### config.mk
export PLATFORM = sky130hd
export DESIGN_NAME = cid_decoder
export DESIGN_NICKNAME = d
export VERILOG_FILES = /design/src/include/cid_pkg.sv /design/src/logic/cid_phase_gen.sv /design/src/logic/cid_decoder.sv
export SDC_FILE = /design/constraint.sdc
export NUM_CORES = 1
export LEC_CHECK = 0
export ABC_AREA = 1
export BUFFER_PORTS_ARGS = -buffer_cell sky130_fd_sc_hd__buf_2
export CORE_UTILIZATION = 47
export CTS_CLUSTER_DIAMETER = 30
export DETAILED_ROUTE_END_ITERATION = 7
export GPL_ROUTABILITY_DRIVEN = 0
export PLACE_DENSITY = 0.78
export SETUP_SLACK_MARGIN = 0.02
export SYNTH_ARGS = -nofsm -noshare
export SYNTH_HDL_FRONTEND = slang
export SYNTH_SLANG_ARGS = --single-unit
### constraint.sdc
create_clock -name clk_sys -period 1.6 [get_ports clk_sys]
set_clock_uncertainty 0.05 [all_clocks]
set_input_delay 0.4 -clock clk_sys [delete_from_list [all_inputs] [get_ports clk_sys]]
set_output_delay 0.4 -clock clk_sys [all_outputs]
set_load 0.005 [all_outputs]
### src/include/cid_pkg.sv
// Constants for the control instruction decoder: opcodes, field positions, timing.
// Assumes a 16-bit program word path and one system clock of 10 MHz.
package cid_pkg;
  // ==========================================================
  // Opcodes
  localparam logic [15:0] OP_MAP_DATA = 16'hCE04;
  localparam logic [15:0] OP_MAP_PROG = 16'hCE05;
  localparam logic [15:0] OP_POP_ACC = 16'hCE1D;
  localparam logic [15:0] OP_PUSH_ACC = 16'hCE1C;
  localparam logic [7:0] HI_LOAD_ST0 = 8'h50;
  localparam logic [7:0] HI_LOAD_ST1 = 8'h51;
  localparam logic [7:0] HI_SAVE_ST0 = 8'h78;
  localparam logic [7:0] HI_SAVE_ST1 = 8'h79;
  localparam logic [7:0] HI_POP_MEM = 8'h7A;
  localparam logic [7:0] HI_PUSH_MEM = 8'h54;
  localparam logic [7:0] HI_RPT_MEM = 8'h4B;
  localparam logic [7:0] HI_RPT_IMM = 8'hCB;
  localparam logic [7:0] HI_BIT_TEMP = 8'h57;
  // ==========================================================
  // Fields
  localparam int IND_BIT = 7;
  localparam int ADDR_W = 7;
  // ==========================================================
  // Timing: quarter-phases per machine cycle and strobe low length
  localparam logic [1:0] PHASE_LAST = 2'h3;
  localparam logic [1:0] BUS_STROBE_LOW_PH = 2'h2;
  localparam logic [15:0] WORD_RST = 16'h0000;
  typedef enum logic [3:0] {
    OPS_NONE, OPS_MAP_DATA, OPS_MAP_PROG, OPS_LOAD_ST0, OPS_LOAD_ST1,
    OPS_SAVE_ST0, OPS_SAVE_ST1, OPS_POP_ACC, OPS_POP_MEM, OPS_PUSH_MEM,
    OPS_PUSH_ACC, OPS_RPT_MEM, OPS_RPT_IMM, OPS_BIT_TEMP
  } cid_op_t;
endpackage : cid_pkg

### src/logic/cid_phase_gen.sv
// Quarter-phase generator: machine clock out and bus strobe.
// Assumes clk_sys is the input clock at four times the machine rate.
`timescale 1ns/1ps
module cid_phase_gen (
  input wire logic clk_sys,
  input wire logic resetn,
  input wire logic busCycle,
  output logic [1:0] phase,
  output logic machineClockOut,
  output logic busStrobeN
);
  import cid_pkg::*;
  logic [1:0] phase_ff;
  logic clkOut_ff;
  logic strobeN_ff;
  // ==========================================================
  // Phase counter
  always_ff @(posedge clk_sys) begin
    if (!resetn) begin
      phase_ff <= 2'h0;
    end else begin
      phase_ff <= (phase_ff == PHASE_LAST) ? 2'h0 : phase_ff + 2'h1;
    end
  end
  // Output high for phases 0..1, so one full period per four input clocks
  always_ff @(posedge clk_sys) begin
    if (!resetn) begin
      clkOut_ff <= 1'b1;
    end else begin
      clkOut_ff <= (phase_ff == PHASE_LAST) || (phase_ff == 2'h0);
    end
  end
  // No wait states: low for two phases, high for the other two
  always_ff @(posedge clk_sys) begin
    if (!resetn) begin
      strobeN_ff <= 1'b1;
    end else begin
      strobeN_ff <= !(busCycle && (phase_ff + 2'h1) >= BUS_STROBE_LOW_PH);
    end
  end
  assign phase = phase_ff;
  assign machineClockOut = clkOut_ff;
  assign busStrobeN = strobeN_ff;
endmodule : cid_phase_gen

### src/logic/cid_decoder.sv
// Control instruction decoder top: registers a fetched word and its decoded select.
// Assumes fetch logic on clk_sys presents one word with a valid pulse.
`timescale 1ns/1ps
module cid_decoder (
  input wire logic clk_sys,
  input wire logic resetn,
  input wire logic fetchValid,
  input wire logic [15:0] fetchWord,
  input wire logic busCycle,
  output logic decValid,
  output cid_pkg::cid_op_t decOp,
  output logic indirectSel,
  output logic [6:0] addrField,
  output logic [7:0] immField,
  output logic usesMemory,
  output logic machineClockOut,
  output logic busStrobeN
);
  import cid_pkg::*;

  // ==========================================================
  // State
  logic valid_ff;
  cid_op_t op_ff;
  cid_op_t nxt_op;
  logic ind_ff;
  logic nxt_ind;
  logic [6:0] addr_ff;
  logic [6:0] nxt_addr;
  logic [7:0] imm_ff;
  logic [7:0] nxt_imm;
  logic mem_ff;
  logic nxt_mem;
  cid_op_t fixedOp;
  cid_op_t classOp;

  // ==========================================================
  // Fixed single words; the whole word must match
  function automatic cid_op_t decode_fixed(input logic [15:0] w);
    cid_op_t r;
    r = OPS_NONE;
    case (w)
      OP_MAP_DATA: begin
        r = OPS_MAP_DATA;
      end
      OP_MAP_PROG: begin
        r = OPS_MAP_PROG;
      end
      OP_POP_ACC: begin
        r = OPS_POP_ACC;
      end
      OP_PUSH_ACC: begin
        r = OPS_PUSH_ACC;
      end
      default: begin
        r = OPS_NONE;
      end
    endcase
    return r;
  endfunction : decode_fixed

  // ==========================================================
  // Upper-byte classes; low byte is operand or immediate
  function automatic cid_op_t decode_class(input logic [7:0] hi);
    cid_op_t r;
    r = OPS_NONE;
    case (hi)
      HI_LOAD_ST0: begin
        r = OPS_LOAD_ST0;
      end
      HI_LOAD_ST1: begin
        r = OPS_LOAD_ST1;
      end
      HI_SAVE_ST0: begin
        r = OPS_SAVE_ST0;
      end
      HI_SAVE_ST1: begin
        r = OPS_SAVE_ST1;
      end
      HI_POP_MEM: begin
        r = OPS_POP_MEM;
      end
      HI_PUSH_MEM: begin
        r = OPS_PUSH_MEM;
      end
      HI_RPT_MEM: begin
        r = OPS_RPT_MEM;
      end
      HI_RPT_IMM: begin
        r = OPS_RPT_IMM;
      end
      HI_BIT_TEMP: begin
        r = OPS_BIT_TEMP;
      end
      default: begin
        // Unknown bytes give no-op so execution units stay idle
        r = OPS_NONE;
      end
    endcase
    return r;
  endfunction : decode_class

  // ==========================================================
  // Ops with a data-memory operand in the low byte
  // Immediate and fixed words never touch data memory
  function automatic logic takes_memory(input cid_op_t op);
    logic m;
    m = 1'b0;
    case (op)
      OPS_LOAD_ST0, OPS_LOAD_ST1: begin
        m = 1'b1;
      end
      OPS_SAVE_ST0, OPS_SAVE_ST1: begin
        m = 1'b1;
      end
      OPS_POP_MEM, OPS_PUSH_MEM: begin
        m = 1'b1;
      end
      OPS_RPT_MEM, OPS_BIT_TEMP: begin
        m = 1'b1;
      end
      default: begin
        m = 1'b0;
      end
    endcase
    return m;
  endfunction : takes_memory

  // ==========================================================
  // Next values; a fixed word wins over any byte class
  always_comb begin
    fixedOp = decode_fixed(fetchWord);
    classOp = decode_class(fetchWord[15:8]);
    if (fixedOp != OPS_NONE) begin
      nxt_op = fixedOp;
    end else begin
      nxt_op = classOp;
    end
  end

  // Fields load for every word; cheaper than gating, and harmless
  always_comb begin
    nxt_ind = fetchWord[IND_BIT];
  end

  always_comb begin
    nxt_addr = fetchWord[ADDR_W-1:0];
  end

  always_comb begin
    nxt_imm = fetchWord[7:0];
  end

  always_comb begin
    nxt_mem = takes_memory(nxt_op);
  end

  // ==========================================================
  // Result valid, one cycle after the fetch strobe
  always_ff @(posedge clk_sys) begin
    if (!resetn) begin
      valid_ff <= 1'b0;
    end else begin
      valid_ff <= fetchValid;
    end
  end

  // Decoded op holds until the next fetched word
  always_ff @(posedge clk_sys) begin
    if (!resetn) begin
      op_ff <= OPS_NONE;
    end else if (fetchValid) begin
      op_ff <= nxt_op;
    end
  end

  always_ff @(posedge clk_sys) begin
    if (!resetn) begin
      ind_ff <= 1'b0;
    end else if (fetchValid) begin
      ind_ff <= nxt_ind;
    end
  end

  always_ff @(posedge clk_sys) begin
    if (!resetn) begin
      addr_ff <= 7'h00;
    end else if (fetchValid) begin
      addr_ff <= nxt_addr;
    end
  end

  always_ff @(posedge clk_sys) begin
    if (!resetn) begin
      imm_ff <= 8'h00;
    end else if (fetchValid) begin
      imm_ff <= nxt_imm;
    end
  end

  always_ff @(posedge clk_sys) begin
    if (!resetn) begin
      mem_ff <= 1'b0;
    end else if (fetchValid) begin
      mem_ff <= nxt_mem;
    end
  end

  // ==========================================================
  // Clock and strobe timing
  // Phase count stays internal; units pace off the clock output
  cid_phase_gen u_phase (
    .clk_sys(clk_sys),
    .resetn(resetn),
    .busCycle(busCycle),
    .phase(),
    .machineClockOut(machineClockOut),
    .busStrobeN(busStrobeN)
  );


  // ==========================================================
  // Outputs straight from flip-flops
  assign decValid = valid_ff;
  assign decOp = op_ff;
  assign indirectSel = ind_ff;
  assign addrField = addr_ff;
  assign immField = imm_ff;
  assign usesMemory = mem_ff;
endmodule : cid_decoder

**Word-level counts from Yosys, hierarchy flattened**

Memories as Yosys holds them, arrays and structs flattened. A register that Yosys moved wholly into a read port is not among the register bits.
Cells that the tools add are included.

- Output and inout port bits: 24
- Flip-flop bits (word level): 25
- Memories: 1
- Word-level logic and storage cells: 36
- Input bits: 20
- Bits in read-only memories: 16

- Bitwise operators: 1
- Eq/ne operators: 14
- Muxes and demuxes: 3
- Add/sub/neg operators: 1
- Reduce and logical (&&, ||, !) cells: 7
- Magnitude comparators: 1

Memories:

| memory | words | width | read ports | clocked after memory_dff | write ports | RTL line | source |
|---|---|---|---|---|---|---|---|
| (no name shown) | 16 | 1 | 1 | 1 | 0 | cid_decoder.sv:109 | `case (op)` |

Operators with widths:

| operator | number |
|---|---|
| $eq A16 B16 Y1 const B | 4 |
| $eq A8 B7 Y1 const B | 8 |
| $pmux W4 S9 | 1 |
| $pmux W4 S4 | 1 |
| $eq A8 B8 Y1 const B | 1 |
| $mux W4 | 1 |
| $reduce_bool A4 Y1 | 1 |
| $add A2 B1 Y2 const B | 1 |
| $eq A2 B2 Y1 const B | 1 |
| $ge A2 B2 Y1 const B | 1 |
| $logic_not A1 Y1 | 2 |
| $logic_not A2 Y1 | 1 |
| $reduce_or A2 Y1 | 1 |
| $logic_and A1 B1 Y1 | 1 |
| $logic_or A1 B1 Y1 | 1 |
| $not A1 Y1 | 1 |

**Depth between registers and ports, before layout**

Gate-level depths: netlist of the first run.

- Depth in word-level cells: 4
- Depth in mapped cells: 14

**By module**

A second synthesis of the first run with hierarchy kept.

- Cell total of the unflattened synthesis: 175
- Area, all modules: 1093.5 um^2

By module, submodules not included:

| module | sequential area each (um^2) | area each (um^2) | cells an instance | times used |
|---|---|---|---|---|
| cid_decoder | 280.3 | 972.2 | 164 | 1 |
| cid_phase_gen | 80.1 | 121.4 | 11 | 1 |

**Least setup slack after synthesis of the first run**

No wires, ideal clock.

- Path kind: input port to flip-flop
- Start: in fetchWord[12]
- End: reg mem_ff (netlist: usesMemory)
- Setup slack: 0.109 ns
- Arrival: 1.327 ns
- Setup time: 0.114 ns
- Cell stages on the path: 12
- Required time: 1.436 ns
- Cells stage by stage: nor2_2 nand2_1 nor2_4 nand2_2 nand2_2 inv_1 nand3_2 nand3_1 nand2_1 nand2_1 nand3_2 a21oi_2

- Longest elaborated chain between the ends: 4

RTL lines:

| what | RTL line | source |
|---|---|---|
| from (decl) | cid_decoder.sv:8 | `input wire logic [15:0] fetchWord,` |
| $eq A16 B16 Y1 | cid_decoder.sv:42 | `case (w)` |
| $pmux W4 S4 | cid_decoder.sv:42 |  |
| $reduce_bool A4 Y1 | cid_decoder.sv:134 | `if (fixedOp != OPS_NONE) begin` |
| $mux W4 (*) | cid_decoder.sv:134 |  |
| to (decl) | cid_decoder.sv:32 | `logic mem_ff;` |

Mark *: on every way between the ends. The rest lies on a longest branch, timed or not.
A chain may end at the register's enable or synchronous reset.

**Worst setup path in the final report of the first run**

- Start: in fetchWord[15]
- End: reg mem_ff (netlist: usesMemory)

Same word-level chain as after synthesis.

==> run_results.csv, run 1 <==
group,metric,value,unit
timing,relSlewSlack,81.3,%
clock_network,clk_pin_slew_worst_paths,90,ps
run,cap_violations,0,
clock_network,cts_buffer_depth,2,
synth,ys_top_cells_by_count,"nand2_1, nor2_1, inv_1",
pwr,swShare,26.6,%
synth,syn_nets,191,
synth,async_flop_share,0,%
floorplanning,die_y,49.9,µm
synth,synth-simple-area-share,42.1,%
routing,avgRoutedWirePerCell,9.64,µm
critical_path,critPathMaxFanout,4,
pwr,p_leak,0.761,nW
pwr,p_clk_share,24.2,%
critical_path,arrival,1590,ps
routing,routed_wl,2.31,mm
clock_network,root_buffer,"clkbuf_4",
timing,worst_slack,178,ps
pwr,powerDensity,658,nW/µm²
clock_network,ctsHoldBuffers,0,
floorplanning,die_area,2490,µm²
timing,drv_slew,0,
synth,ys_seq_area_share,33.4,%
clock_network,cts.sinks,18,
synth,syn-cell-area,1080,µm²
global_route,grt_usage,20.6,%
synth,yosys_most_used_dff,"dfxtp_1",
synth,synth_edf_count,0,
synth,ys_ff_latch,18,
timing,period_minus_slack,1420,ps
routing,drt_pass1_iterations,4,
synth,synthMuxAreaShare,0,%
routing,drc,0,
routing,via_per_inst,4.75,
clock_network,clkLatencyLatePin,280,ps
routing,first_iter_violations,16,
clock_network,cts_made_buffers,3,
synth,synth_xor_area_share,0,%
timing,max_freq,703,MHz
min_path,hp-class,"input pin to flop",
synth,synth_cell_type_count,20,
pwr,cell_internal_pwr,0.000641,W
synth,synth-adder-area-share,1.16,%
critical_path,required,1770,ps
final_layout,diodes,0,
pwr,report.power.total,0.000874,W
clock_network,cts_resized,0,
pwr,switchingPower,0.000233,W
routing,ant_nets,0,
critical_path,slowest_delay,230,ps
clock_network,h-tree-depth,1,
pwr,power_frac_comb,19.5,%
synth,synth_compound_area_share,8.70,%
synth,synth_cells,170,
timing,final.period_utilization,88.9,%
final_layout,area_growth,23.1,%
final_layout,largest_reg_flops,6,
floorplanning,core-area,2060,µm²
timing,hold_viol_final,0,
critical_path,crit_path_top_delay_cell,"nor2_1",
placement,place_ws,-113,ps
placement,dp.final_hpwl,1.90,mm
clock_network,tritoncts,"yes",
placement,io_buffers,43,
critical_path,critPathKind,"input pin to flop",
critical_path,start_kind,"input pin",
timing,holdWs,255,ps
floorplanning,io_pins,44,
final_layout,final_util,64.4,%
timing,tightestPinTransition,279,ps
synth,synth.top_cell.area_share,33.4,%
timing,finalSetupViolCount,0,
timing,rsz0062_at_grt,"no",
critical_path,crit_chain,"buf_2 -> inv_1 -> nand2_1 -> nor2_1 -> nand3_1 -> nand3_1 -> nor2_1 -> nand2_4 -> nand3_1 -> nand3_1 -> nand3_2 -> a21oi_2",
routing,via_count,1139,
pwr,ir_worst_vdd,637,µV
floorplanning,start_util,52.3,%
global_route,grt_pass1_vias,1043,
final_layout,fin_nets,236,
critical_path,crit_top_cell,"nand3_1",
floorplanning,rows,16,
synth,ys_warn_count,0,
synth,synth_top_area_cell,"dfxtp_1",
synth,synth_top_family_by_area,"simple AND/OR/NAND/NOR gates",
global_route,grt-ovfl-total,0,
final_layout,drive_gt1_share,32.9,%
synth,synth_area_leaders,"dfxtp_1, nand2_1, nor2_1",
pwr,p_seq_share,56.3,%
clock_network,postCtsSetupBuffers,0,
critical_path,crit_path_end_kind,"flop",
global_route,grt_max_degree,17,
global_route,grt_pass1_wl,4.01,mm
synth,syn_area_per_cell,6.34,µm²
floorplanning,die_w,49.9,µm
global_route,antenna_found_initial,0,
outcome,status,"finished, final reports clean",
-- power by group through the flow --
| stage | Clock [W] | Combinational (W) | Sequential, W |
|---|---|---|---|
| floorplan | 0 | 0.0000950 | 0.000504 |
| global placement | 0 | 0.000165 | 0.000500 |
| detailed placement | 0 | 0.000171 | 0.000503 |
| CTS | 0.000221 | 0.000172 | 0.000492 |
| global route | 0.000235 | 0.000196 | 0.000496 |
| finish | 0.000212 | 0.000170 | 0.000492 |
-- cell type report --
cell class / count / area [µm²]
clock buffers: 3 / 22.5
fillers: 197 / 734
inverters: 22 / 82.6
multi-input cells: 120 / 561
flip-flops and latches: 18 / 360
well taps: 27 / 33.8
repair buffers: 50 / 268
-- path summary, 6_finish.rpt --
kind	startpoint	end	slack, ps	depth (start not counted)
setup / recovery	fetchWord[15]	usesMemory	180	12
hold / removal	busCycle	u_phase.busStrobeN	250	2
setup reg to reg	u_phase.phase[0]	u_phase.phase[1]	690	3
hold reg to reg	u_phase.phase[0]	u_phase.phase[0]	390	1
-- per-layer routing --
metal  share of wire, %  vias up  wire length [µm]  GRT usage [%]
li1                   -      608                 -              -
met1                 44      494              1010           21.8
met2                 50       35              1170           39.6
met3                4.8        2               112           5.86
met4               0.99        0                23           4.29
met5                  0        -                 0              0
-- stage by stage --
step	cell area [µm²]	TNS, ps	cells
detailed placement	1310	-139	237
global placement	1310	-64.3	237
finish	1330	0	240
global route	1330	0	240
CTS	1330	0	240
floorplan	1080	0	170
-- logic make-up after synthesis --
group / count (synthesis)
and+or+nand+nor: 101
buffers and inverters: 32
AOI/OAI and AO/OA: 18
DFF: 18
adders and majority gates: 1
-- placed cells by master (no fill, tap or decap), types with 4 or more instances in the layout --
cell type,count
buf_2,43
nor2_1,35
nand2_1,35
inv_1,20
dfxtp_1,18
nand3_1,15
o21ai_0,13
nand2_2,8
buf_4,7
a21oi_1,4
-- critical path, delay by kind of cell --
family / cells / cell delay (ps)
buf+inv: 2 / 140
simple gates: 9 / 940
compound gates: 1 / 110
Note: power is estimated with default switching activity, not from simulation.
==> inputs of run 2 (changes only) <==
--- a/config.mk
+++ b/config.mk
@@ -11,7 +11,7 @@
 export CTS_CLUSTER_DIAMETER = 30
 export DETAILED_ROUTE_END_ITERATION = 7
 export GPL_ROUTABILITY_DRIVEN = 0
-export PLACE_DENSITY = 0.78
+export PLACE_DENSITY = 0.86
 export SETUP_SLACK_MARGIN = 0.02
 export SYNTH_ARGS = -nofsm -noshare
 export SYNTH_HDL_FRONTEND = slang
==> run 2 against run 1 <==
Effect of this change:
- global-route usage increased by 0.64 points
- first-iteration DRC count increased by 25%
- non-clock buffer count increased by 6
==> run_results.csv, run 2 (synthesized netlist as in run 1, its figures left out) <==
group,metric,value,unit
clock_network,postCtsSetupBuffers,0,
floorplanning,die_w,49.9,µm
timing,tightestPinTransition,247,ps
critical_path,crit_top_cell,"nand2_1",
routing,routed_wl,2.35,mm
pwr,powerDensity,689,nW/µm²
clock_network,root_buffer,"clkbuf_4",
critical_path,cp.buffers_inverters,2,
clock_network,cts_buffer_depth,2,
critical_path,reg2reg_depth,3,
critical_path,crit_chain,"buf_2 -> inv_1 -> nand2_1 -> nor2_1 -> nand3_1 -> nand3_1 -> nor2_1 -> nand2_4 -> nand2_2 -> nand2_1 -> nand2_1 -> nand2_1 -> nand3_2 -> a21oi_2",
outcome,status,"finished, final reports clean",
critical_path,start_kind,"input pin",
final_layout,diodes,0,
critical_path,crit_path_top_delay_cell,"nor2_1",
final_layout,area_growth,28.5,%
critical_path,arrival,1620,ps
pwr,power_frac_comb,19.0,%
floorplanning,rows,16,
final_layout,drive_gt1_share,35.0,%
timing,hold_viol_final,0,
pwr,switchingPower,0.000253,W
floorplanning,die_y,49.9,µm
floorplanning,start_util,52.3,%
pwr,p_clk_share,29.5,%
routing,drt_pass1_iterations,4,
final_layout,nFillCells,209,
clock_network,cts_made_buffers,3,
routing,avgRoutedWirePerCell,9.51,µm
global_route,grt_usage,21.3,%
placement,place_ws,-139,ps
floorplanning,die_area,2490,µm²
final_layout,fin_nets,242,
timing,period_minus_slack,1440,ps
final_layout,final_common_cell,"buf_2",
routing,first_iter_violations,20,
routing,ant_nets,0,
clock_network,ctsHoldBuffers,0,
pwr,ir_worst_vdd,543,µV
timing,max_freq,696,MHz
floorplanning,core-area,2060,µm²
clock_network,tritoncts,"yes",
global_route,grt_pass1_vias,1047,
global_route,use_met1,25.5,%
placement,io_buffers,43,
min_path,hp-class,"input pin to flop",
global_route,busiest_layer,"met2",
timing,drv_slew,0,
routing,drc,0,
global_route,antenna_found_initial,0,
critical_path,regToRegStartpoint,"u_phase.phase[0]",
timing,finalSetupViolCount,0,
final_layout,largest_reg_flops,6,
floorplanning,io_pins,44,
timing,rsz0062_at_grt,"no",
min_path,holdPathStages,2,
timing,worst_slack,163,ps
critical_path,slowest_delay,220,ps
clock_network,h-tree-depth,1,
timing,relSlewSlack,83.5,%
clock_network,cts.sinks,18,
pwr,p_leak,0.797,nW
critical_path,critPathMaxFanout,4,
global_route,met2_usage,36.9,%
final_layout,layout_common_cells,"buf_2, nor2_1, nand2_1",
pwr,swShare,26.5,%
critical_path,worstReg2RegEnd,"u_phase.phase[1]",
placement,dp.final_hpwl,1.92,mm
pwr,cell_internal_pwr,0.000702,W
min_path,min_from,"busCycle",
pwr,p_seq_share,51.5,%
clock_network,cts_resized,0,
run,cap_violations,0,
global_route,grt-ovfl-total,0,
critical_path,required,1790,ps
min_path,min_to,"u_phase.busStrobeN",
global_route,grt_pass1_wl,4.12,mm
placement,dpl_cell_area,1350,µm²
final_layout,fin_area,1390,µm²
critical_path,cpLargestDelayFamily,"simple AND/OR/NAND/NOR gates",
clock_network,clkLatencyLatePin,290,ps
timing,holdWs,240,ps
routing,via_count,1144,
critical_path,critPathKind,"input pin to flop",
global_route,grt_max_degree,17,
routing,via_per_inst,4.63,
clock_network,clk_pin_slew_worst_paths,100,ps
global_route,use_met3,4.94,%
critical_path,crit_path_end_kind,"flop",
timing,final.period_utilization,89.8,%
critical_path,r2r_setup_slack,690,ps
run 2: how the worst max path moves through the flow:
stage | startpoint | end | slack (ps) | cells past startpoint
after floorplan | fetchWord[12] | usesMemory | 110 | 12
final | fetchWord[15] | usesMemory | 160 | 14
after global routing | fetchWord[15] | usesMemory | 60 | 12
after global placement | fetchWord[12] | usesMemory | -90 | 13
after CTS | fetchWord[12] | usesMemory | 170 | 14
after detailed placement | fetchWord[12] | usesMemory | -140 | 14
run 2: stage by stage:
stage	utilization (%)	setup TNS [ps]	std cells	power, W
floorplan	-	0	170	0.000599
global placement	65.5	-123	243	0.000677
detailed placement	65.5	-195	243	0.000683
CTS	67.2	0	247	0.000960
global route	67.2	0	247	0.00101
finish	67.2	0	247	0.000955
run 2: power by group through the flow:
stage / sequential, W / combinational (W) / clock, W
2_1_floorplan: 0.000504 / 0.0000950 / 0
3_3_place_gp: 0.000501 / 0.000176 / 0
3_5_place_dp: 0.000502 / 0.000181 / 0
4_1_cts: 0.000492 / 0.000183 / 0.000285
5_1_grt: 0.000495 / 0.000208 / 0.000307
6_report: 0.000491 / 0.000182 / 0.000282
run 2: area by class of cell:
cell class / instances / area [µm²] / share of cell area, %
clock buffers: 4 / 36.3 / 2.62
inverters: 22 / 82.6 / 5.96
multi-input cells: 120 / 561 / 40.4
flip-flops and latches: 18 / 360 / 26.0
well taps: 27 / 33.8 / 2.44
repair buffers: 56 / 313 / 22.6
run 2: worst register-to-register path: stages, from the launching register on:
cell	delay [ps]
dfxtp_1	330
ha_1	310
nand2_1	90
nor2_1	40
run 2: metal layers:
layer	share of wire (%)	vias up
met4	1.6	0
met1	46	483
met3	6.2	6
met2	46	37
li1	-	618
met5	0	-
==> inputs of run 3 (changes only) <==
==> constraint.sdc (replaced) <==
create_clock -name clk_sys -period 1.52 [get_ports clk_sys]
set_clock_uncertainty 0.05 [all_clocks]
set_input_delay 0.38 -clock clk_sys [delete_from_list [all_inputs] [get_ports clk_sys]]
set_output_delay 0.38 -clock clk_sys [all_outputs]
set_load 0.005 [all_outputs]
==> run 3 against run 2 <==
Effect of this change:
- global-route usage increased by 0.98 points
- combinational power increased by 13%
- utilization increased by 5.2 points
- count of clock-buffer cells in the layout unchanged
- total power increased by 7.4%
- critical path type unchanged
- largest power group unchanged
==> run_results.csv, run 3 (synthesized netlist as in run 1, its figures left out) <==
group,metric,value,unit
clock_network,root_buffer,"clkbuf_4",
outcome,status,"finished, final reports clean",
final_layout,fin_nets,243,
final_layout,final_common_cell,"buf_2",
routing,ant_nets,0,
routing,drc,0,
pwr,ir_worst_vdd,677,µV
global_route,grt_pass1_vias,1046,
global_route,antenna_found_initial,0,
timing,rsz0062_at_grt,"yes",
clock_network,clkLatencyLatePin,310,ps
critical_path,arrival,1690,ps
timing,drv_slew,0,
placement,dp.final_hpwl,1.83,mm
routing,via_per_inst,4.75,
timing,period_minus_slack,1490,ps
global_route,grt_usage,22.2,%
floorplanning,rows,16,
run,cap_violations,0,
global_route,grt-ovfl-total,0,
pwr,p_leak,0.879,nW
min_path,holdPathStages,2,
final_layout,multiInputGateArea,638,µm²
floorplanning,die_y,49.9,µm
critical_path,r2r_setup_slack,610,ps
routing,routed_wl,2.63,mm
critical_path,crit_top_cell,"nand2_4",
final_layout,drive_gt1_share,40.3,%
floorplanning,io_pins,44,
min_path,min_from,"busCycle",
routing,avgRoutedWirePerCell,10.6,µm
timing,final.period_utilization,98.3,%
timing,tightestPinTransition,272,ps
timing,finalSetupTns,0,ps
clock_network,ctsHoldBuffers,0,
final_layout,final_cells,248,
final_layout,diodes,0,
min_path,hp-class,"input pin to flop",
timing,finalSetupViolCount,0,
placement,dpl.cell_count,244,
critical_path,worstReg2RegEnd,"u_phase.phase[1]",
floorplanning,die_area,2490,µm²
critical_path,reg2reg_depth,3,
global_route,grt_pass1_wl,4.25,mm
placement,place_ws,-177,ps
critical_path,regToRegStartpoint,"u_phase.phase[0]",
clock_network,cts.sinks,18,
critical_path,critPathKind,"input pin to flop",
routing,first_iter_violations,28,
critical_path,cp.buffers_inverters,1,
clock_network,cts_buffer_depth,2,
final_layout,regArea,360,µm²
final_layout,area_growth,38.4,%
min_path,min_to,"u_phase.busStrobeN",
placement,io_buffers,43,
timing,max_freq,670,MHz
final_layout,largest_reg_flops,6,
critical_path,critPathMaxFanout,3,
critical_path,required,1710,ps
critical_path,cpLargestDelayFamily,"simple AND/OR/NAND/NOR gates",
critical_path,start_kind,"input pin",
clock_network,tritoncts,"yes",
global_route,grt_max_degree,17,
routing,via_count,1177,
floorplanning,start_util,52.3,%
floorplanning,core-area,2060,µm²
critical_path,crit_chain,"buf_2 -> nor2_1 -> nand2_1 -> nor2_2 -> nand2_4 -> nand2_4 -> nor2_4 -> nand2_4 -> nand2_4 -> nand2_2 -> nand2_2 -> nand2_2 -> nand3_2 -> a21oi_2",
timing,relSlewSlack,81.9,%
timing,worst_slack,26.6,ps
clock_network,cts_made_buffers,3,
critical_path,crit_path_top_delay_cell,"nor2_2",
floorplanning,die_w,49.9,µm
final_layout,nFillCells,186,
pwr,powerDensity,687,nW/µm²
final_layout,layout_common_cells,"buf_2, nor2_1, nand2_1",
clock_network,cts_resized,0,
critical_path,slowest_delay,200,ps
critical_path,crit_path_end_kind,"flop",
clock_network,clk_pin_slew_worst_paths,100,ps
clock_network,postCtsSetupBuffers,0,
routing,drt_pass1_iterations,4,
clock_network,h-tree-depth,1,
timing,hold_viol_final,0,
run 3: cell types whose count changed in the layout (fill, tap and decap cells not counted), moves of 2 or more:
cell,previous run,this run
nand2_1,35,29
buf_4,13,15
nor2_4,1,4
nor2_2,3,1
nand2_4,1,7
nand3_2,2,5
buf_2,43,40
nand3_1,15,12
run 3: layer usage:
layer	up-vias	global-route usage (%)	part of all wire, %	wire (µm)
li1	622	-	-	-
met1	505	28.2	44	1140
met2	42	35.6	47	1240
met3	8	6.79	6.3	165
met4	0	7.14	2.8	73
met5	-	0	0	0
run 3: worst max-delay path by stage:
stage               cells after the start           from    endpoint  slack [ps]
finish                                 14   fetchWord[7]  usesMemory          30
global route                           14   fetchWord[7]  usesMemory         -80
CTS                                    12  fetchWord[12]  usesMemory         140
detailed placement                     12  fetchWord[12]  usesMemory        -180
global placement                       12  fetchWord[12]  usesMemory        -150
floorplan                              12  fetchWord[12]  usesMemory          50
run 3: layout make-up:
type / instances / area share [%]
clock buffer: 4 / 2.43
inverter: 22 / 5.70
multi-input combinational: 120 / 42.7
sequential: 18 / 24.1
tap: 27 / 2.26
timing repair buffer: 57 / 22.7
run 3: power breakdown:
part / leakage (nW) / switching, W / total (W) / internal [W]
Sequential: 0.149 / 0.0000142 / 0.000517 / 0.000503
Combinational: 0.710 / 0.000108 / 0.000206 / 0.0000984
Clock: 0.0210 / 0.000156 / 0.000302 / 0.000146
Total: 0.879 / 0.000278 / 0.00103 / 0.000748
run 3: through the flow:
stage | util, % | power (W) | instance area, µm² | hold slack [ps]
3_5_place_dp | 65.8 | 0.000719 | 1360 | 386
4_1_cts | 67.6 | 0.00102 | 1390 | 208
3_3_place_gp | 65.8 | 0.000714 | 1360 | 367
5_1_grt | 72.4 | 0.00108 | 1490 | 220
6_report | 72.4 | 0.00103 | 1490 | 207
2_1_floorplan | - | 0.000631 | 1080 | 354
